### src/rtl/frame_fmt_pkg.sv
// Constants, types and register map of the serial frame format block
package frame_fmt_pkg;
  // --------------------------------------------------------------
  // Register map (word index on the plain register port)
  // --------------------------------------------------------------
  localparam logic [2:0] ADDR_FORMAT  = 3'h0;
  localparam logic [2:0] ADDR_BITRATE = 3'h1;
  localparam logic [2:0] ADDR_HOLD    = 3'h2;
  localparam logic [2:0] ADDR_CTRL    = 3'h3;
  localparam logic [2:0] ADDR_STATUS  = 3'h4;
  localparam logic [2:0] ADDR_RXDATA  = 3'h5;

  // Reset values
  localparam logic [7:0] FORMAT_RESET  = 8'h00;
  localparam logic [7:0] BITRATE_RESET = 8'hFF;
  localparam logic [7:0] HOLD_RESET    = 8'hFF;
  localparam logic [7:0] ZERO_BYTE     = 8'h00;

  // Control register fields
  localparam int CTRL_TX_EN  = 0;
  localparam int CTRL_RX_EN  = 1;
  localparam int CTRL_TX_MPB = 2;

  // Status register fields (error bits are write-one-to-clear)
  localparam int STAT_HOLD_FULL = 0;
  localparam int STAT_TX_BUSY   = 1;
  localparam int STAT_RX_FULL   = 2;
  localparam int STAT_PAR_ERR   = 3;
  localparam int STAT_FRM_ERR   = 4;
  localparam int STAT_RX_MPB    = 5;

  // Character lengths and prescaler masks
  localparam logic [3:0] BITS_EIGHT = 4'h8;
  localparam logic [3:0] BITS_SEVEN = 4'h7;
  localparam logic [1:0] PS_DIV1    = 2'h0;
  localparam logic [1:0] PS_DIV4    = 2'h1;
  localparam logic [1:0] PS_DIV16   = 2'h2;
  localparam logic [5:0] MASK_DIV1  = 6'h00;
  localparam logic [5:0] MASK_DIV4  = 6'h03;
  localparam logic [5:0] MASK_DIV16 = 6'h0F;
  localparam logic [5:0] MASK_DIV64 = 6'h3F;

  // --------------------------------------------------------------
  // Types
  // --------------------------------------------------------------
  typedef struct packed {
    logic       sync;
    logic       char_length_select;
    logic       parity_enable;
    logic       parity_odd_select;
    logic       stop_two;
    logic       multiproc_function_enable;
    logic [1:0] baud_prescale_select;
  } frame_format_s;

  typedef struct packed {
    logic [2:0] addr;
    logic [7:0] wdata;
    logic       wr;
    logic       rd;
  } reg_req_s;

  typedef enum {TX_IDLE, TX_START, TX_DATA, TX_EXTRA, TX_STOP} tx_state_e;
  typedef enum {RX_IDLE, RX_START, RX_DATA, RX_EXTRA, RX_STOP} rx_state_e;
endpackage

### src/rtl/serial_frame_format.sv
// Serial frame format register with the transmitter and receiver it steers
//
// Summary of operation
// - Format register is eight bits, readable and writable at any time.
// - Format register clears to zero on reset and on low-power entry.
// - Bit 7 picks asynchronous framing (0) or clocked synchronous (1).
// - Bit 6 picks eight (0) or seven (1) data bits; sync uses eight.
// - Seven-bit async characters never send holding register bit 7.
// - Bit 5 adds and checks a parity bit, asynchronous framing only.
// - Bit 4 picks even (0) or odd (1) parity, only when parity is on.
// - Even parity: ones in data plus parity is even, sent and checked.
// - Odd parity: ones in data plus parity is odd, sent and checked.
// - Bit 3 picks one or two stop bits of 1; sync sends none.
// - Receiver checks only the first stop bit, then seeks a start.
// - Bit 2 enables multiprocessor bit; parity settings then ignored.
// - Bits 1:0 feed the baud counter with clock /1, /4, /16 or /64.
// - Characters shift out least significant bit first.
//
// Decided for this implementation: the plain strobed port and the placing of the registers.
`timescale 1ns/1ps
module serial_frame_format (
  input  wire logic                     mclk,
  input  wire logic                     sys_rst,
  input  wire logic                     low_power_enter,
  input  wire frame_fmt_pkg::reg_req_s  reg_req,
  output logic [7:0]                    rdata,
  input  wire logic                     rxd_pin,
  output logic                          txd,
  output logic                          sck_out
);
  // ------------------------------------------------------------
  // Functions
  // ------------------------------------------------------------
  // Parity bit that makes the total ones count match the sense
  function automatic logic parity_of(input logic [7:0] d,
                                     input logic       odd);
    parity_of = (^d) ^ odd;
  endfunction

  // Bit period elapses when the counter is spent on a prescale tick
  function automatic logic spent(input logic [7:0] cnt,
                                 input logic       tick);
    spent = tick && (cnt == frame_fmt_pkg::ZERO_BYTE);
  endfunction

  // ------------------------------------------------------------
  // Registers and decode
  // ------------------------------------------------------------
  frame_fmt_pkg::frame_format_s fmt;
  logic [7:0] bitrate;
  logic [7:0] hold;
  logic [2:0] ctrl;
  logic       hold_full;
  logic       rx_full;
  logic       par_err;
  logic       frm_err;
  logic       rx_mpb;
  logic [7:0] rx_data;
  logic       clear_all;
  logic       wr_fmt, wr_rate, wr_hold, wr_ctrl, wr_stat, rd_rx;
  logic [7:0] status;
  logic [7:0] rsel;

  assign clear_all = sys_rst || low_power_enter;
  assign wr_fmt  = reg_req.wr && reg_req.addr == frame_fmt_pkg::ADDR_FORMAT;
  assign wr_rate = reg_req.wr && reg_req.addr == frame_fmt_pkg::ADDR_BITRATE;
  assign wr_hold = reg_req.wr && reg_req.addr == frame_fmt_pkg::ADDR_HOLD;
  assign wr_ctrl = reg_req.wr && reg_req.addr == frame_fmt_pkg::ADDR_CTRL;
  assign wr_stat = reg_req.wr && reg_req.addr == frame_fmt_pkg::ADDR_STATUS;
  assign rd_rx   = reg_req.rd && reg_req.addr == frame_fmt_pkg::ADDR_RXDATA;

  // Read selection; unmapped addresses read as zero
  always_comb begin
    if (reg_req.addr == frame_fmt_pkg::ADDR_FORMAT) begin
      rsel = fmt;
    end else if (reg_req.addr == frame_fmt_pkg::ADDR_BITRATE) begin
      rsel = bitrate;
    end else if (reg_req.addr == frame_fmt_pkg::ADDR_HOLD) begin
      rsel = hold;
    end else if (reg_req.addr == frame_fmt_pkg::ADDR_CTRL) begin
      rsel = {5'h00, ctrl};
    end else if (reg_req.addr == frame_fmt_pkg::ADDR_STATUS) begin
      rsel = status;
    end else if (reg_req.addr == frame_fmt_pkg::ADDR_RXDATA) begin
      rsel = rx_data;
    end else begin
      rsel = frame_fmt_pkg::ZERO_BYTE;
    end
  end

  // Software-written registers and the registered read data
  always_ff @(posedge mclk) begin
    if (clear_all) begin
      fmt     <= frame_fmt_pkg::FORMAT_RESET;
      bitrate <= frame_fmt_pkg::BITRATE_RESET;
      ctrl    <= 3'h0;
      rdata   <= frame_fmt_pkg::ZERO_BYTE;
    end else begin
      if (wr_fmt) fmt <= reg_req.wdata;
      if (wr_rate) bitrate <= reg_req.wdata;
      if (wr_ctrl) ctrl <= reg_req.wdata[2:0];
      rdata <= reg_req.rd ? rsel : frame_fmt_pkg::ZERO_BYTE;
    end
  end

  // ------------------------------------------------------------
  // Baud prescaler
  // ------------------------------------------------------------
  logic [5:0] pre_cnt;
  logic [5:0] pre_mask;
  logic       ptick;

  // Tick once per divided period of the system clock
  assign pre_mask =
    fmt.baud_prescale_select == frame_fmt_pkg::PS_DIV1  ?
      frame_fmt_pkg::MASK_DIV1  :
    fmt.baud_prescale_select == frame_fmt_pkg::PS_DIV4  ?
      frame_fmt_pkg::MASK_DIV4  :
    fmt.baud_prescale_select == frame_fmt_pkg::PS_DIV16 ?
      frame_fmt_pkg::MASK_DIV16 : frame_fmt_pkg::MASK_DIV64;
  assign ptick = (pre_cnt & pre_mask) == pre_mask;

  always_ff @(posedge mclk) begin
    if (clear_all) pre_cnt <= 6'h00;
    else pre_cnt <= pre_cnt + 6'h01;
  end

  // ------------------------------------------------------------
  // Transmitter
  // ------------------------------------------------------------
  frame_fmt_pkg::tx_state_e     tx_state;
  frame_fmt_pkg::frame_format_s tx_fmt;
  logic [7:0] tx_shift;
  logic [7:0] tx_word;
  logic [7:0] tx_cnt;
  logic [3:0] tx_bits;
  logic       tx_stop_left;
  logic       tx_mpb;
  logic       tx_end;
  logic       tx_extra;
  logic [3:0] tx_nbits;
  logic [7:0] load_word;
  logic       load;

  // Frame shape is latched at load so a mid-frame write cannot tear it
  assign tx_end   = spent(tx_cnt, ptick);
  assign tx_extra = !tx_fmt.sync &&
                    (tx_fmt.parity_enable ||
                     tx_fmt.multiproc_function_enable);
  assign tx_nbits = (!tx_fmt.sync && tx_fmt.char_length_select) ?
                    frame_fmt_pkg::BITS_SEVEN :
                    frame_fmt_pkg::BITS_EIGHT;
  assign load_word = (!fmt.sync && fmt.char_length_select) ?
                     {1'b0, hold[6:0]} : hold;
  assign load = tx_state == frame_fmt_pkg::TX_IDLE && hold_full &&
                ctrl[frame_fmt_pkg::CTRL_TX_EN];

  // Holding register and its full flag; a new write wins over the load
  always_ff @(posedge mclk) begin
    if (clear_all) begin
      hold      <= frame_fmt_pkg::HOLD_RESET;
      hold_full <= 1'b0;
    end else begin
      if (wr_hold) hold <= reg_req.wdata;
      if (wr_hold) hold_full <= 1'b1;
      else if (load) hold_full <= 1'b0;
    end
  end

  always_ff @(posedge mclk) begin
    if (clear_all) begin
      tx_state     <= frame_fmt_pkg::TX_IDLE;
      tx_fmt       <= frame_fmt_pkg::FORMAT_RESET;
      tx_shift     <= frame_fmt_pkg::ZERO_BYTE;
      tx_word      <= frame_fmt_pkg::ZERO_BYTE;
      tx_cnt       <= frame_fmt_pkg::ZERO_BYTE;
      tx_bits      <= 4'h0;
      tx_stop_left <= 1'b0;
      tx_mpb       <= 1'b0;
      txd          <= 1'b1;
      sck_out      <= 1'b1;
    end else begin
      if (tx_end || load) tx_cnt <= bitrate;
      else if (ptick) tx_cnt <= tx_cnt - 8'h01;
      // Sync clock low in first half of each data bit, high after
      sck_out <= !(tx_state == frame_fmt_pkg::TX_DATA && tx_fmt.sync &&
                   tx_cnt > (bitrate >> 1));
      case (tx_state)
        frame_fmt_pkg::TX_IDLE: begin
          txd <= 1'b1;
          if (load) begin
            tx_fmt   <= fmt;
            tx_shift <= load_word;
            tx_word  <= load_word;
            tx_mpb   <= ctrl[frame_fmt_pkg::CTRL_TX_MPB];
            tx_bits  <= 4'h0;
            txd      <= fmt.sync ? load_word[0] : 1'b0;
            tx_state <= fmt.sync ? frame_fmt_pkg::TX_DATA :
                                   frame_fmt_pkg::TX_START;
          end
        end
        frame_fmt_pkg::TX_START: begin
          if (tx_end) begin
            txd      <= tx_shift[0];
            tx_state <= frame_fmt_pkg::TX_DATA;
          end
        end
        frame_fmt_pkg::TX_DATA: begin
          if (tx_end) begin
            tx_shift <= tx_shift >> 1;
            tx_bits  <= tx_bits + 4'h1;
            txd      <= tx_shift[1];
            if (tx_bits == tx_nbits - 4'h1) begin
              if (tx_extra) begin
                tx_state <= frame_fmt_pkg::TX_EXTRA;
                txd <= tx_fmt.multiproc_function_enable ? tx_mpb :
                       parity_of(tx_word,
                                 tx_fmt.parity_odd_select);
              end else if (tx_fmt.sync) begin
                tx_state <= frame_fmt_pkg::TX_IDLE;
                txd      <= 1'b1;
              end else begin
                tx_state     <= frame_fmt_pkg::TX_STOP;
                tx_stop_left <= tx_fmt.stop_two;
                txd          <= 1'b1;
              end
            end
          end
        end
        frame_fmt_pkg::TX_EXTRA: begin
          if (tx_end) begin
            tx_state     <= frame_fmt_pkg::TX_STOP;
            tx_stop_left <= tx_fmt.stop_two;
            txd          <= 1'b1;
          end
        end
        default: begin
          txd <= 1'b1;
          if (tx_end) begin
            if (tx_stop_left) tx_stop_left <= 1'b0;
            else tx_state <= frame_fmt_pkg::TX_IDLE;
          end
        end
      endcase
    end
  end

  // ------------------------------------------------------------
  // Receiver (asynchronous framing)
  // ------------------------------------------------------------
  frame_fmt_pkg::rx_state_e rx_state;
  logic       rxd_meta, rxd_s;
  logic [7:0] rx_shift;
  logic [7:0] rx_cnt;
  logic [3:0] rx_bits;
  logic       rx_xbit;
  logic       rx_end;
  logic       rx_extra;
  logic       rx_pe;
  logic [3:0] rx_nbits;
  logic [7:0] rx_word;
  logic       rx_store;
  logic       rx_bad_par;

  assign rx_end   = spent(rx_cnt, ptick);
  assign rx_pe    = fmt.parity_enable &&
                    !fmt.multiproc_function_enable;
  assign rx_extra = fmt.parity_enable || fmt.multiproc_function_enable;
  assign rx_nbits = fmt.char_length_select ? frame_fmt_pkg::BITS_SEVEN :
                                             frame_fmt_pkg::BITS_EIGHT;
  // Seven-bit characters land in the upper bits of the shifter
  assign rx_word  = fmt.char_length_select ? {1'b0, rx_shift[7:1]} :
                                             rx_shift;
  assign rx_store = rx_state == frame_fmt_pkg::RX_STOP && rx_end;
  assign rx_bad_par = rx_pe && (parity_of(rx_word, fmt.parity_odd_select)
                                != rx_xbit);

  // Pin passes two flops before any logic looks at it
  always_ff @(posedge mclk) begin
    rxd_meta <= rxd_pin;
    rxd_s    <= rxd_meta;
  end

  always_ff @(posedge mclk) begin
    if (clear_all) begin
      rx_state <= frame_fmt_pkg::RX_IDLE;
      rx_shift <= frame_fmt_pkg::ZERO_BYTE;
      rx_cnt   <= frame_fmt_pkg::ZERO_BYTE;
      rx_bits  <= 4'h0;
      rx_xbit  <= 1'b0;
    end else begin
      if (rx_state == frame_fmt_pkg::RX_IDLE) rx_cnt <= bitrate >> 1;
      else if (rx_end) rx_cnt <= bitrate;
      else if (ptick) rx_cnt <= rx_cnt - 8'h01;
      case (rx_state)
        frame_fmt_pkg::RX_IDLE: begin
          rx_shift <= frame_fmt_pkg::ZERO_BYTE;
          rx_bits  <= 4'h0;
          if (!rxd_s && !fmt.sync && ctrl[frame_fmt_pkg::CTRL_RX_EN])
            rx_state <= frame_fmt_pkg::RX_START;
        end
        frame_fmt_pkg::RX_START: begin
          // A start bit gone high by mid-bit was a glitch
          if (rx_end) rx_state <= rxd_s ? frame_fmt_pkg::RX_IDLE :
                                          frame_fmt_pkg::RX_DATA;
        end
        frame_fmt_pkg::RX_DATA: begin
          if (rx_end) begin
            rx_shift <= {rxd_s, rx_shift[7:1]};
            rx_bits  <= rx_bits + 4'h1;
            if (rx_bits == rx_nbits - 4'h1)
              rx_state <= rx_extra ? frame_fmt_pkg::RX_EXTRA :
                                     frame_fmt_pkg::RX_STOP;
          end
        end
        frame_fmt_pkg::RX_EXTRA: begin
          if (rx_end) begin
            rx_xbit  <= rxd_s;
            rx_state <= frame_fmt_pkg::RX_STOP;
          end
        end
        default: begin
          if (rx_end) rx_state <= frame_fmt_pkg::RX_IDLE;
        end
      endcase
    end
  end

  // Receive flags: a set in the same cycle as a clear wins
  always_ff @(posedge mclk) begin
    if (clear_all) begin
      rx_data <= frame_fmt_pkg::ZERO_BYTE;
      rx_full <= 1'b0;
      par_err <= 1'b0;
      frm_err <= 1'b0;
      rx_mpb  <= 1'b0;
    end else if (rx_store) begin
      rx_data <= rx_word;
      rx_full <= 1'b1;
      rx_mpb  <= fmt.multiproc_function_enable && rx_xbit;
      par_err <= rx_bad_par ||
                 (par_err && !(wr_stat &&
                   reg_req.wdata[frame_fmt_pkg::STAT_PAR_ERR]));
      frm_err <= !rxd_s ||
                 (frm_err && !(wr_stat &&
                   reg_req.wdata[frame_fmt_pkg::STAT_FRM_ERR]));
    end else begin
      if (rd_rx) rx_full <= 1'b0;
      if (wr_stat && reg_req.wdata[frame_fmt_pkg::STAT_PAR_ERR])
        par_err <= 1'b0;
      if (wr_stat && reg_req.wdata[frame_fmt_pkg::STAT_FRM_ERR])
        frm_err <= 1'b0;
    end
  end

  assign status = {2'h0, rx_mpb, frm_err, par_err, rx_full,
                   tx_state != frame_fmt_pkg::TX_IDLE, hold_full};
endmodule

### config.mk
export PLATFORM = sky130hd
export DESIGN_NAME = serial_frame_format
export DESIGN_NICKNAME = d
export VERILOG_FILES = /design/src/rtl/frame_fmt_pkg.sv /design/src/rtl/serial_frame_format.sv
export SDC_FILE = /design/constraint.sdc
export NUM_CORES = 1
export LEC_CHECK = 0
export BUFFER_PORTS_ARGS = -buffer_cell sky130_fd_sc_hd__buf_4
export CORE_MARGIN = 2
export CORE_UTILIZATION = 40
export CTS_BUF_LIST = sky130_fd_sc_hd__clkbuf_4
export CTS_CLUSTER_SIZE = 30
export DETAILED_ROUTE_END_ITERATION = 16
export GPL_TIMING_DRIVEN = 0
export PLACE_DENSITY_LB_ADDON = 0.2
export SYNTH_ARGS = -nofsm -noshare
export SYNTH_HDL_FRONTEND = slang
export SYNTH_SLANG_ARGS = --single-unit
### constraint.sdc
create_clock -name mclk -period 2.3 [get_ports mclk]
set_input_delay 0.345 -clock mclk [delete_from_list [all_inputs] [get_ports mclk]]
set_output_delay 0.345 -clock mclk [all_outputs]
set_load 0.02 [all_outputs]
==> impl_metrics.ini, run 1 <==
[cts]
max-clock-path-buffers = 2
cts_tree = done
cts-root-buf = clkbuf_4
cts.htree.levels = 4
clock_sinks = 121
cts_buffers = 17
clk_pin_slew_ns = 0.11
insertion_delay_ns = 0.56

[timing]
slew_headroom_pct = 36.82
grt_setup_unrepaired = yes
slew_violations = 0
finalCritPeriodShare_pct = 98.00
fin_crit_ns = 2.254
worst_pin_slew_ns = 0.9404
holdWs_ns = 0.03476
final-hold-violation-count = 0
setup_viol = 0
fin_worst_skew_ns = 0.01509
max_freq_ghz = 0.4436

[detailed_routing]
wl_met1_um = 8097
dr.first_iter.drc_count = 583
drc_errors = 0
route.met2.wl_um = 7761
top_layer_used = met4
ant_nets = 0
wl_per_cell_um = 17.90
dr_total_vias = 5701
via_per_inst = 5.770
wl_met3_um = 1198
firstDrtPassIters = 5
routed_wl_um = 17680

[floorplanning]
dieArea_mm2 = 0.01610
die_h_um = 126.9
rows = 44
num_io_pins = 27
coreArea_mm2 = 0.01464
initial_core_util_pct = 41.26
die_w_um = 126.9

[synth]
synth_most_common_cell = nand2_1
synthTopCellsByCount = nand2_1 (136), dfxtp_1 (121), nor2_1 (72)
synth_edf_count = 0
synthFlopType = dfxtp_1
yosysWarningCount = 0
async_flop_share_pct = 0
synth_area_leaders = dfxtp_1 (40%), nand2_1 (8.4%), a21oi_1 (5.0%), mux2i_1 (4.5%), nor2_1 (4.5%)
ys_types = 69
synth_seq_area_share_pct = 40.09
syn_area_mm2 = 0.006042
netlist_instances = 741
syn-num-nets = 772
synth_top_cell_by_area = dfxtp_1
synth_top_area_share_pct = 40.09
ys_ff_latch = 121
avgSynthCellArea_um2 = 8.154

[run]
drv_cap = 0

[setup_path]
crit_path_start_kind = flip-flop
end_kind = flip-flop
crit_type = flip-flop to flip-flop
cp.arrival_ns = 2.70
cp_max_fo = 10
worst_ep_required_time_ns = 2.75
ff2ff_setup_slack_ns = 0.05
max_stage_delay_ns = 0.49
crit_chain = nand4_1 > o22a_1 > buf_4 > buf_2 > or3_2 > a2bb2oi_1 > nor2_1
cp_slowest_cell = or3_2

[run_status]
status = finished clean

[global_route]
antenna_found_initial = 1
grt_pass1_vias = 5481
overflow = 0
grt_pass1_wl_um = 28630
grt_max_degree = 17
grt_usage_pct = 22.62

[finish]
seqCellArea_mm2 = 0.002422
multi_input_area_mm2 = 0.003450
drive_above_1_share_pct = 11.58
fill_cells = 1459
syn_to_final_growth_pct = 13.96
nNetsFinal = 821

[pwr]
ir_worst_vdd_mv = 0.3482
p_comb_share_pct = 17.1
intPower_mw = 3.313
pwr-share-seq_pct = 47.5
power_per_cell_area_mw_per_mm2 = 687.4
finalPower_mw = 4.733
clockPowerShare_pct = 35.4
switching_share_pct = 30.00
p_switching_mw = 1.420
leakage_nw = 2.552

[placed_design]
dp_hpwl_um = 13010
portBuffers = 24
gp_congestion = 0.9021

[hold_path]
hp-class = input pin to flip-flop
-- power groups by stage --
stage	Sequential, mW	Clock (mW)	Combinational (mW)
floorplan	2.27	0	0.581
global placement	2.29	0	0.766
detailed placement	2.29	0	0.784
CTS	2.24	1.71	0.790
global route	2.26	1.80	0.904
finish	2.25	1.68	0.807
-- worst max-delay path: cells and delay by family (launching register included) --
family / cells / cell delay (ns)
DFF: 1 / 0.42
AOI/OAI and AO/OA: 2 / 0.51
and+or+nand+nor: 3 / 0.78
buffers and inverters: 2 / 0.45
-- metal layers --
metal | GRT usage (%) | up-vias
li1 | - | 2742
met1 | 30.34 | 2704
met2 | 34.66 | 203
met3 | 5.146 | 52
met4 | 10.47 | 0
met5 | 0 | -
-- kinds of logic (layout without fill, tap and decap cells) --
kind of cell / after synthesis / count (layout) / share of synthesized area, %
simple gates: 328 / 328 / 25.78
buf+inv: 57 / 119 / 3.893
compound gates: 170 / 170 / 18.70
other cells: 0 / 1 / 0
flops: 121 / 121 / 40.09
mux: 28 / 28 / 4.846
xor+xnor: 23 / 23 / 3.790
fa+ha+maj: 14 / 14 / 2.899
-- final cells by class --
| class | count | share of cell area, % |
|---|---|---|
| Timing Repair Buffer | 30 | 3.344 |
| Buffer | 41 | 2.617 |
| Multi-Input combinational cell | 563 | 50.10 |
| Clock inverter | 15 | 2.653 |
| Antenna cell | 1 | 0.03634 |
| Tap cell | 184 | 3.344 |
| Inverter | 16 | 0.8723 |
| Sequential cell | 121 | 35.18 |
| Clock buffer | 17 | 1.854 |
-- state kept, by name, indices dropped and copies added (netlist names), 3 cells and up --
register  flops
rx_shift      8
rx_cnt        8
tx_cnt        8
tx_state      3
bitrate       8
tx_word       8
ctrl          3
rx_state      3
fmt           8
rx_bits       4
tx_fmt        6
rx_data       8
rdata         8
tx_shift      8
hold          8
tx_bits       4
pre_cnt       6
-- placed cells by master, fill, tap and decap left out, types with 5 or more instances in the layout --
master and n:
o21ai_0 20, clkbuf_1 26, ha_1 14, dfxtp_1 121, buf_2 7, a31oi_1 10
xnor2_1 18, a211oi_1 11, or3_1 10, nor3_1 11, a22oi_1 5, and2_1 5
nor2b_1 7, buf_4 30, nand2b_1 10, inv_1 16, nand2_1 136, a32oi_1 5
nand3_1 34, clkinv_2 5, a21oi_1 60, nor2_1 72, o21a_1 8, o211ai_1 10
clkbuf_4 17, nand4_1 6, mux2i_1 27, a311oi_1 11
-- through the flow --
step                      setup WS [ns]  std cells  setup TNS, ns  area, µm²  util, %
after global routing           -0.02679        988       -0.03899       6885    47.02
after global placement          -0.1737        949         -2.802       6452    44.06
after floorplan                  0.2678        741              0       6042        -
after detailed placement        -0.2933        949         -4.048       6452    44.06
final                           0.04592        988              0       6885    47.02
after CTS                      -0.02050        983       -0.02050       6793    46.39
-- worst paths after layout --
| path | from | cells after the start | to |
|---|---|---|---|
| setup reg to reg | pre_cnt[0] | 7 | rx_cnt[7] |
| hold / removal | reg_req[7] | 3 | hold[5] |
| setup / recovery | pre_cnt[0] | 7 | rx_cnt[7] |
| hold reg to reg | rxd_meta | 0 | rxd_s |
-- what timing repair did --
action                                  CTS  global route
pin swaps                                 0             2
hold endpoints to repair                  2             0
hold buffers                              2             0
endpoints found under the setup margin   46            46
resized for setup                         3            18
setup buffers                             0             4
No activity file was read; power rests on OpenSTA's default activity.
==> inputs of run 2 (changes only) <==
==> constraint.sdc (replaced) <==
create_clock -name mclk -period 2.88 [get_ports mclk]
set_input_delay 0.432 -clock mclk [delete_from_list [all_inputs] [get_ports mclk]]
set_output_delay 0.432 -clock mclk [all_outputs]
set_load 0.02 [all_outputs]
==> run 2 against run 1 <==
  * Sequential share of layout area increased by 0.57 points
  * Non-clock buffer count decreased by 5
  * Core utilization decreased by 0.75 points
  * Worst setup slack improved by 0.18 ns
==> impl_metrics.ini, run 2 (synthesis gave the netlist of run 1 again) <==
[finish]
final_cell_mix = nand2_1 (136), dfxtp_1 (121), nor2_1 (72)
drive_above_1_share_pct = 9.900
layout_commonest_cell = nand2_1
final_util_pct = 46.27
nNetsFinal = 816
postLayoutCellArea_mm2 = 0.006775
syn_to_final_growth_pct = 12.14
fin_cells = 983

[timing]
fin_worst_skew_ns = 0.01754
grt_setup_unrepaired = no
finalCritPeriodShare_pct = 92.29
setup_viol = 0
fin_crit_ns = 2.658
worst_pin_slew_ns = 0.9723
max_freq_ghz = 0.3762
tns_ns = 0
fin_ws_ns = 0.2221
slew_headroom_pct = 34.94
final-hold-violation-count = 0
slew_violations = 0

[cts]
cts.htree.levels = 4
cts_buffers = 17
cts_tree = done
clk_pin_slew_ns = 0.12
post_cts_resize_count = 0
max-clock-path-buffers = 2
clock_sinks = 121
cts-root-buf = clkbuf_4
insertion_delay_ns = 0.56

[placed_design]
dp_hpwl_um = 13010
dp_slack_ns = 0.2867
portBuffers = 24
placed_cells = 949
gp_congestion = 0.9021
place_area_mm2 = 0.006452

[setup_path]
crit_chain = inv_1 > ha_1 > nor3b_1 > nand2_1 > buf_2 > o31ai_1 > a21boi_0 > o21a_1
end_kind = flip-flop
worst_ep_required_time_ns = 3.35
cp_max_fo = 10
reg2reg_depth = 8
cp.arrival_ns = 3.13
crit_path_start_kind = flip-flop
max_stage_delay_ns = 0.61
crit_type = flip-flop to flip-flop
cp_slowest_cell = nor3b_1

[detailed_routing]
dr.first_iter.drc_count = 477
ant_nets = 0
routed_wl_um = 17500
wl_per_cell_um = 17.81
firstDrtPassIters = 6
drc_errors = 0
via_per_inst = 5.798
dr_total_vias = 5699

[pwr]
clockPowerShare_pct = 35.6
power_per_cell_area_mw_per_mm2 = 557.5
p_comb_share_pct = 16.9
switching_share_pct = 30.05
intPower_mw = 2.642
leakage_nw = 2.510
p_switching_mw = 1.135
pwr-share-seq_pct = 47.5
ir_worst_vdd_mv = 0.2779

[floorplanning]
dieArea_mm2 = 0.01610
num_io_pins = 27
die_h_um = 126.9
rows = 44
coreArea_mm2 = 0.01464
initial_core_util_pct = 41.26
die_w_um = 126.9

[global_route]
grt_pass1_wl_um = 28550
antenna_found_initial = 1
overflow = 0
grt_pass1_vias = 5462
grt_usage_pct = 22.56
grt_max_degree = 17

[run]
drv_cap = 0

[hold_path]
min_path_cells = 3
hp-class = input pin to flip-flop

[run_status]
status = finished clean
[run 2: changes by cell type in the layout (fill, tap and decap cells not counted), moves of 2 or more]
cell	previous run	this run
nor3b_4	3	0
nor3_2	3	1
a21boi_2	2	0
nor3_1	11	13
a21boi_0	1	3
buf_4	30	25
nor3b_2	0	2
clkbuf_2	2	0
[run 2: worst paths after layout]
check,startpoint,end,slack [ns]
max,rx_cnt[0],rx_state[1],0.22
max reg2reg,rx_cnt[0],rx_state[1],0.22
min reg2reg,rxd_meta,rxd_s,0.35
min,reg_req[3],bitrate[1],0.11
[run 2: what timing repair did]
item | in CTS | in global routing
hold buffers | 1 | 0
buffers inserted | 0 | 0
hold endpoints to repair | 1 | 0
[run 2: layout make-up]
class	instances	area, µm²
inverters	16	60.06
well taps	184	230.2
plain buffers	41	175.2
repair buffers	25	190.2
fillers	1476	7869
clock buffers	17	127.6
multi-input cells	563	3385
flip-flops and latches	121	2422
diodes	1	2.502
clock inverters	15	182.7
[run 2: worst max-delay path, delay by kind of cell (launching register included)]
family,cells,cell delay (ns)
fa+ha+maj,1,0.15
compound gates,3,0.76
simple gates,2,0.90
flops,1,0.39
buf+inv,2,0.36
[run 2: power by group through the flow]
stage	Combinational (mW)	Sequential [mW]	Clock (mW)
global route	0.716	1.80	1.44
finish	0.639	1.79	1.34
detailed placement	0.626	1.83	0
global placement	0.612	1.83	0
CTS	0.629	1.79	1.37
floorplan	0.464	1.81	0
[run 2: per-layer routing]
metal / up-vias / track usage, % / share of wire, %
met4: 0 / 10.47 / 3.4
met2: 221 / 34.44 / 44
met5: - / 0 / 0
met1: 2701 / 30.32 / 46
met3: 47 / 5.188 / 6.2
li1: 2730 / - / -
[run 2: per-stage QoR]
step,hold slack [ns],power [mW]
5_1_grt,0.09786,3.956
6_report,0.1123,3.777
3_5_place_dp,0.3306,2.457
4_1_cts,0.08543,3.787
2_1_floorplan,0.3096,2.274
3_3_place_gp,0.3222,2.441
